## config.mk

```make
export PLATFORM = sky130hd
export DESIGN_NAME = adc_sequence_input_select
export DESIGN_NICKNAME = d
export VERILOG_FILES = /design/src/adc_seq_pkg.sv /design/src/adc_sequence_input_select.sv /design/src/step_sel_field.sv
export SDC_FILE = /design/constraint.sdc
export NUM_CORES = 1
export LEC_CHECK = 0
export BUFFER_PORTS_ARGS = -buffer_cell sky130_fd_sc_hd__buf_2
export CAP_MARGIN = 15
export CELL_PAD_IN_SITES_DETAIL_PLACEMENT = 0
export CELL_PAD_IN_SITES_GLOBAL_PLACEMENT = 1
export CORE_ASPECT_RATIO = 1.4
export CORE_UTILIZATION = 40
export CTS_CLUSTER_DIAMETER = 50
export DETAILED_ROUTE_END_ITERATION = 16
export PLACE_DENSITY_LB_ADDON = 0.1
export SLEW_MARGIN = 40
export SYNTH_ARGS = -nofsm -noshare
export SYNTH_HDL_FRONTEND = slang
export SYNTH_HIERARCHICAL = 1
export SYNTH_SLANG_ARGS = --single-unit
```

## constraint.sdc

```tcl
create_clock -name clk -period 6.3 [get_ports clk]
set_input_delay 0.63 -clock clk [delete_from_list [all_inputs] [get_ports clk]]
set_output_delay 0.63 -clock clk [all_outputs]
set_load 0.005 [all_outputs]
```

## src/adc_seq_pkg.sv

```systemverilog
package adc_seq_pkg;
  localparam int unsigned ADDR_W = 12;
  localparam int unsigned DATA_W = 32;
  localparam int unsigned STEPS = 8;
  localparam int unsigned SEL_W = 3;
  localparam int unsigned STEP_W = 3;
  localparam int unsigned FIELD_PITCH = 4;
  // register byte offsets
  localparam logic [ADDR_W-1:0] OFS_INPUT_SEL = 12'h000;
  localparam logic [ADDR_W-1:0] OFS_STEP_CTL = 12'h004;
  localparam logic [ADDR_W-1:0] OFS_SEQ_CTL = 12'h008;
  // step control layout: end flags in byte 0, temperature flags in byte 1
  localparam int unsigned END_LSB = 0;
  localparam int unsigned TS_LSB = 8;
  // sequence control layout
  localparam int unsigned START_BIT = 0;
  localparam int unsigned BUSY_BIT = 0;
  localparam int unsigned CUR_STEP_LSB = 4;
  // reset values and last step index
  localparam logic [SEL_W-1:0] SEL_RESET = 3'h0;
  localparam logic [STEPS-1:0] FLAGS_RESET = 8'h00;
  localparam logic [STEP_W-1:0] LAST_STEP = 3'h7;
  // bus responses
  localparam logic [1:0] RESP_OKAY = 2'h0;
  localparam logic [1:0] RESP_SLVERR = 2'h2;
  typedef enum logic [1:0] {
    SEQ_IDLE = 2'b00,
    SEQ_LOAD = 2'b01,
    SEQ_CONV = 2'b10
  } seq_state_t;
endpackage : adc_seq_pkg

```

## src/adc_sequence_input_select.sv

```systemverilog
`timescale 1ns/100ps
module adc_sequence_input_select
  import adc_seq_pkg::*;
(
  input wire logic clk,
  input wire logic sys_rst,
  input wire logic [ADDR_W-1:0] s_axi_awaddr,
  input wire logic s_axi_awvalid,
  output logic s_axi_awready,
  input wire logic [DATA_W-1:0] s_axi_wdata,
  input wire logic [DATA_W/8-1:0] s_axi_wstrb,
  input wire logic s_axi_wvalid,
  output logic s_axi_wready,
  output logic [1:0] s_axi_bresp,
  output logic s_axi_bvalid,
  input wire logic s_axi_bready,
  input wire logic [ADDR_W-1:0] s_axi_araddr,
  input wire logic s_axi_arvalid,
  output logic s_axi_arready,
  output logic [DATA_W-1:0] s_axi_rdata,
  output logic [1:0] s_axi_rresp,
  output logic s_axi_rvalid,
  input wire logic s_axi_rready,
  input wire logic seq_trigger,
  input wire logic conv_done,
  output logic conv_start_ff,
  output logic [SEL_W-1:0] ain_sel_ff,
  output logic temp_sensor_sel_ff,
  output logic seq_busy
);
  logic aw_got_ff;
  logic w_got_ff;
  logic [ADDR_W-1:0] aw_addr_ff;
  logic [DATA_W-1:0] w_data_ff;
  logic [DATA_W/8-1:0] w_strb_ff;
  logic wr_go;
  logic wr_sel;
  logic wr_ctl;
  logic wr_seq;
  logic [SEL_W-1:0] field_sel [STEPS];
  logic [DATA_W-1:0] input_sel_word;
  logic [STEPS-1:0] step_end_of_sequence_ff;
  logic [STEPS-1:0] step_temp_sensor_sel_ff;
  logic start_req;
  seq_state_t state_ff;
  seq_state_t nxt_state;
  logic [STEP_W-1:0] step_ff;
  logic [DATA_W-1:0] rd_word;
  logic rd_hit;

  // address and data may arrive in either order; each is held until both are in
  assign s_axi_awready = !aw_got_ff && !s_axi_bvalid;
  assign s_axi_wready = !w_got_ff && !s_axi_bvalid;
  assign wr_go = aw_got_ff && w_got_ff && !s_axi_bvalid;

  always_ff @(posedge clk or posedge sys_rst) begin
    if (sys_rst) begin
      aw_got_ff <= 1'b0;
      aw_addr_ff <= '0;
    end else if (s_axi_awvalid && s_axi_awready) begin
      aw_got_ff <= 1'b1;
      aw_addr_ff <= s_axi_awaddr;
    end else if (wr_go) begin
      aw_got_ff <= 1'b0;
    end
  end

  always_ff @(posedge clk or posedge sys_rst) begin
    if (sys_rst) begin
      w_got_ff <= 1'b0;
      w_data_ff <= '0;
      w_strb_ff <= '0;
    end else if (s_axi_wvalid && s_axi_wready) begin
      w_got_ff <= 1'b1;
      w_data_ff <= s_axi_wdata;
      w_strb_ff <= s_axi_wstrb;
    end else if (wr_go) begin
      w_got_ff <= 1'b0;
    end
  end

  // write decode
  assign wr_sel = wr_go && (aw_addr_ff == OFS_INPUT_SEL);
  assign wr_ctl = wr_go && (aw_addr_ff == OFS_STEP_CTL);
  assign wr_seq = wr_go && (aw_addr_ff == OFS_SEQ_CTL);

  // write response; unmapped addresses answer slverr and store nothing
  always_ff @(posedge clk or posedge sys_rst) begin
    if (sys_rst) begin
      s_axi_bvalid <= 1'b0;
      s_axi_bresp <= RESP_OKAY;
    end else if (wr_go) begin
      s_axi_bvalid <= 1'b1;
      s_axi_bresp <= (wr_sel || wr_ctl || wr_seq) ? RESP_OKAY : RESP_SLVERR;
    end else if (s_axi_bready) begin
      s_axi_bvalid <= 1'b0;
    end
  end

  // one select field per step, field k at bits 4k+2:4k
  for (genvar k = 0; k < STEPS; k++) begin : g_field
    step_sel_field #(
      .LSB(k * FIELD_PITCH)
    ) u_field (
      .clk(clk),
      .sys_rst(sys_rst),
      .wr_en(wr_sel),
      .wr_data(w_data_ff),
      .wr_strb(w_strb_ff),
      .sel_ff(field_sel[k])
    );
  end

  // gap bit above each field stays zero on read and has no storage
  always_comb begin
    input_sel_word = '0;
    for (int k = 0; k < STEPS; k++) begin
      input_sel_word[k*FIELD_PITCH +: SEL_W] = field_sel[k];
    end
  end

  // per-step end and temperature flags
  always_ff @(posedge clk or posedge sys_rst) begin
    if (sys_rst) begin
      step_end_of_sequence_ff <= FLAGS_RESET;
      step_temp_sensor_sel_ff <= FLAGS_RESET;
    end else if (wr_ctl) begin
      if (w_strb_ff[END_LSB/8]) begin
        step_end_of_sequence_ff <= w_data_ff[END_LSB +: STEPS];
      end
      if (w_strb_ff[TS_LSB/8]) begin
        step_temp_sensor_sel_ff <= w_data_ff[TS_LSB +: STEPS];
      end
    end
  end

  // a start while busy is dropped: the running sequence finishes untouched
  assign start_req = (wr_seq && w_strb_ff[START_BIT/8] && w_data_ff[START_BIT]) || seq_trigger;
  assign seq_busy = (state_ff != SEQ_IDLE);

  always_comb begin
    nxt_state = state_ff;
    unique case (state_ff)
      SEQ_IDLE: begin
        if (start_req) begin
          nxt_state = SEQ_LOAD;
        end
      end
      SEQ_LOAD: begin
        nxt_state = SEQ_CONV;
      end
      SEQ_CONV: begin
        if (conv_done) begin
          // later steps are skipped whatever their fields hold
          if (step_end_of_sequence_ff[step_ff] || step_ff == LAST_STEP) begin
            nxt_state = SEQ_IDLE;
          end else begin
            nxt_state = SEQ_LOAD;
          end
        end
      end
      default: begin
        nxt_state = SEQ_IDLE;
      end
    endcase
  end

  always_ff @(posedge clk or posedge sys_rst) begin
    if (sys_rst) begin
      state_ff <= SEQ_IDLE;
    end else begin
      state_ff <= nxt_state;
    end
  end

  // step counter restarts at the first step on every new sequence
  always_ff @(posedge clk or posedge sys_rst) begin
    if (sys_rst) begin
      step_ff <= '0;
    end else if (state_ff == SEQ_IDLE) begin
      step_ff <= '0;
    end else if (state_ff == SEQ_CONV && nxt_state == SEQ_LOAD) begin
      step_ff <= step_ff + 3'h1;
    end
  end

  // field sampled only at step start, so a later write waits for the next pass
  always_ff @(posedge clk or posedge sys_rst) begin
    if (sys_rst) begin
      ain_sel_ff <= SEL_RESET;
      temp_sensor_sel_ff <= 1'b0;
      conv_start_ff <= 1'b0;
    end else begin
      conv_start_ff <= (state_ff == SEQ_LOAD);
      if (state_ff == SEQ_LOAD) begin
        ain_sel_ff <= field_sel[step_ff];
        temp_sensor_sel_ff <= step_temp_sensor_sel_ff[step_ff];
      end
    end
  end

  // read decode
  always_comb begin
    rd_word = '0;
    rd_hit = 1'b1;
    unique case (s_axi_araddr)
      OFS_INPUT_SEL: rd_word = input_sel_word;
      OFS_STEP_CTL: begin
        rd_word[END_LSB +: STEPS] = step_end_of_sequence_ff;
        rd_word[TS_LSB +: STEPS] = step_temp_sensor_sel_ff;
      end
      OFS_SEQ_CTL: begin
        rd_word[BUSY_BIT] = seq_busy;
        rd_word[CUR_STEP_LSB +: STEP_W] = step_ff;
      end
      default: rd_hit = 1'b0;
    endcase
  end

  assign s_axi_arready = !s_axi_rvalid;

  always_ff @(posedge clk or posedge sys_rst) begin
    if (sys_rst) begin
      s_axi_rvalid <= 1'b0;
      s_axi_rdata <= '0;
      s_axi_rresp <= RESP_OKAY;
    end else if (s_axi_arvalid && s_axi_arready) begin
      s_axi_rvalid <= 1'b1;
      s_axi_rdata <= rd_word;
      s_axi_rresp <= rd_hit ? RESP_OKAY : RESP_SLVERR;
    end else if (s_axi_rready) begin
      s_axi_rvalid <= 1'b0;
    end
  end
endmodule : adc_sequence_input_select

```

## src/step_sel_field.sv

```systemverilog
`timescale 1ns/100ps
// one 3-bit input select field of the select register
module step_sel_field
  import adc_seq_pkg::*;
#(
  parameter int unsigned LSB = 0
) (
  input wire logic clk,
  input wire logic sys_rst,
  input wire logic wr_en,
  input wire logic [DATA_W-1:0] wr_data,
  input wire logic [DATA_W/8-1:0] wr_strb,
  output logic [SEL_W-1:0] sel_ff
);
  // a field never straddles a byte, so one strobe governs it
  always_ff @(posedge clk or posedge sys_rst) begin
    if (sys_rst) begin
      sel_ff <= SEL_RESET;
    end else if (wr_en && wr_strb[LSB/8]) begin
      sel_ff <= wr_data[LSB +: SEL_W];
    end
  end
endmodule : step_sel_field

```

==> flow_summary.yaml <==
layout:
  multiInputGateArea_sq_um: 2300
  layout.core_utilization: 0.503
  finish.net_count: 591
  area_delta_synth_final_pct: 23.3
  regArea_sq_um: 3200
  number_of_diodes_added_for_antenna_fixing: 0
  drive_above_1_share: 0.462
  nFillCells: 1306
  final_area_sq_um: 6970
timing:
  hold_ws_ns: 0.204
  period_share: 0.374
  finalCriticalPeriod_ns: 2.35
  slew_violations: 0
  slew-limit-headroom: 0.484
  post-route-worst-setup-slack_ns: 3.95
  max_clock_freq_mhz: 425
  finalHoldViolCount: 0
  tightest_pin_transition_ns: 0.775
  number_of_setup_violations_in_the_final_report: 0
  timing.clock.skew_ns: 0.0107
  rsz0062_at_grt: "false"
  tns_ns: 0
route:
  drc: 0
  detailroute.via_count: 3600
  finalWirelength_mm: 12.6
  first_iter_violations: 94
  firstDrtPassIters: 4
  wl_per_cell_microns: 17.5
  route.detailed.vias_per_inst: 5.01
  final_antenna_net_count: 0
placed_design:
  detailed_place.area_sq_um: 6330
  dpl.hpwl_mm: 9.39
  port_buffers: 105
  place_ws_ns: 3.63
  gp_routability_congestion: 0.755
synthesis:
  mappedNetlistArea_sq_um: 5650
  average_size_of_a_mapped_cell_sq_um: 13.7
  postSynthCellCount: 414
  total_of_warnings_raised_by_yosys: 6
clock_network:
  cts_resized: 0
  cts_root_buf: "sky130_fd_sc_hd__clkbuf_16"
  clk-insertion-delay-late_ns: 0.42
  tritoncts: "done"
  clock_pin_transition_on_the_worst_setup_and_hold_timing_paths_ns: 0.06
  tritoncts_num_sinks: 128
  cts_setup_buffers: 0
  cts_inserted_buffers: 17
  cts_max_path_bufs: 2
  ctsHtreeMaxLevel: 4
  count_of_hold_fix_buffers_inserted_at_cts: 0
power:
  pwr-share-clk: 0.403
  leakagePower_nw: 3.40
  power_frac_comb: 0.153
  share_seq_of_total_power: 0.444
  sw_frac_of_total: 0.259
  powerDensity_nw_per_um2: 373
  max-vdd-ir-drop_uv: 178
  p_int_mw: 1.92
  net-switching-power_uw: 673
status:
  status: "finished clean"
worst_setup_path:
  end_kind: "register"
  critical_path.startpoint_type: "register"
  r2r.worst_path.cells: 6
  r2r-end: "g_field[1].u_field/sel_ff[1]$_DFFE_PP0P_"
  type_of_the_setup_path_with_the_least_slack: "reg -> reg"
  crit_required_ns: 6.60
  worstPathMaxFanout: 8
  rr_startpoint: "aw_addr_ff[1]$_DFFE_PP0P_"
  setup.reg_to_reg.worst_slack_ns: 3.95
  worst-endpoint-arrival_ns: 2.66
floorplan:
  coreArea_sq_um: 13800
  placementRows: 51
  initial_core_utilization: 0.408
  die_w_microns: 102
  die_area_sq_um: 14600
  die_y_microns: 143
  io-pin-count: 116
grt:
  antenna_found_initial: 0
  maximum_number_of_pins_on_one_net_before_global_route_repair: 60
  via_count_of_the_first_global_routing_pass: 3734
  overflow_after_grt: 0
  grt_first_pass_wirelength_mm: 20.0
  grt.total_usage: 0.187
hold_path:
  timing.hold.worst.class: "in -> async"
flow_run:
  cap_violations: 0
## final cells by class
class	instances	area share
clock buffer	22	0.0680
sequential	128	0.460
tap	185	0.0332
multi-input combinational	251	0.329
inverter	14	0.00790
timing repair buffer	108	0.0792
clock inverter	10	0.0226
## power groups by stage
stage | clock [mW] | combinational [mW] | sequential (mW)
floorplan | 0 | 0.339 | 1.10
global placement | 0 | 0.391 | 1.16
detailed placement | 0 | 0.407 | 1.18
CTS | 1.06 | 0.407 | 1.16
global route | 1.10 | 0.443 | 1.19
finish | 1.05 | 0.397 | 1.15
## through the flow
stage          instances  total power [mW]
3_3_place_gp         686              1.55
5_1_grt              718              2.73
3_5_place_dp         686              1.58
6_report             718              2.60
2_1_floorplan        419              1.44
4_1_cts              718              2.63
## state kept, by name, summed over array words and instances, names as in the netlist, 2 cells and up
name,flops
state_ff,2
w_data_ff,28
g_field.u_field/sel_ff,24
ain_sel_ff,3
w_strb_ff,4
step_end_of_sequence_ff,8
s_axi_rdata,28
step_ff,3
step_temp_sensor_sel_ff,8
aw_addr_ff,12
## worst max path at each step
stage                                    startpoint                                        to  slack [ns]  cells after the start
after detailed placement            s_axi_araddr[9]               s_axi_rdata[22]$_DFFE_PP0P_        3.63                      5
after global placement              s_axi_araddr[9]               s_axi_rdata[24]$_DFFE_PP0P_        3.65                      5
after floorplan                             sys_rst                 ain_sel_ff[0]$_DFFE_PP0P_        2.94                      1
after CTS                 aw_addr_ff[1]$_DFFE_PP0P_  g_field[1].u_field/sel_ff[1]$_DFFE_PP0P_        3.89                      6
after global routing      aw_addr_ff[1]$_DFFE_PP0P_  g_field[1].u_field/sel_ff[1]$_DFFE_PP0P_        3.84                      6
final                     aw_addr_ff[1]$_DFFE_PP0P_  g_field[1].u_field/sel_ff[1]$_DFFE_PP0P_        3.95                      6
## worst max-delay path, stage by stage (launching register included)
cell and delay, ns:
sky130_fd_sc_hd__dfrtp_1 0.38, sky130_fd_sc_hd__nor4_1 0.36, sky130_fd_sc_hd__and4_1 0.32, sky130_fd_sc_hd__nand2b_1 0.17, sky130_fd_sc_hd__nor2_2 0.47, sky130_fd_sc_hd__nand2_2 0.20, sky130_fd_sc_hd__mux2_4 0.33
## placed cells by master (no fill, tap or decap), types with 10 or more instances in the layout
cell / n
sky130_fd_sc_hd__dfrtp_1: 128
sky130_fd_sc_hd__inv_1: 13
sky130_fd_sc_hd__a22o_1: 12
sky130_fd_sc_hd__mux2i_1: 23
sky130_fd_sc_hd__mux2_2: 60
sky130_fd_sc_hd__nand2_1: 30
sky130_fd_sc_hd__buf_2: 105
sky130_fd_sc_hd__o21ai_0: 21
sky130_fd_sc_hd__clkbuf_16: 17
sky130_fd_sc_hd__mux4_2: 10
sky130_fd_sc_hd__nor2_1: 11
sky130_fd_sc_hd__mux2_4: 24
## routing by layer
layer,vias up,part of all wire,track usage
met5,-,0,0
met4,0,0.015,0.0699
met3,16,0.043,0.0445
met2,89,0.54,0.324
met1,1816,0.40,0.221
li1,1679,-,-
Note: power is estimated with default switching activity, not from simulation.
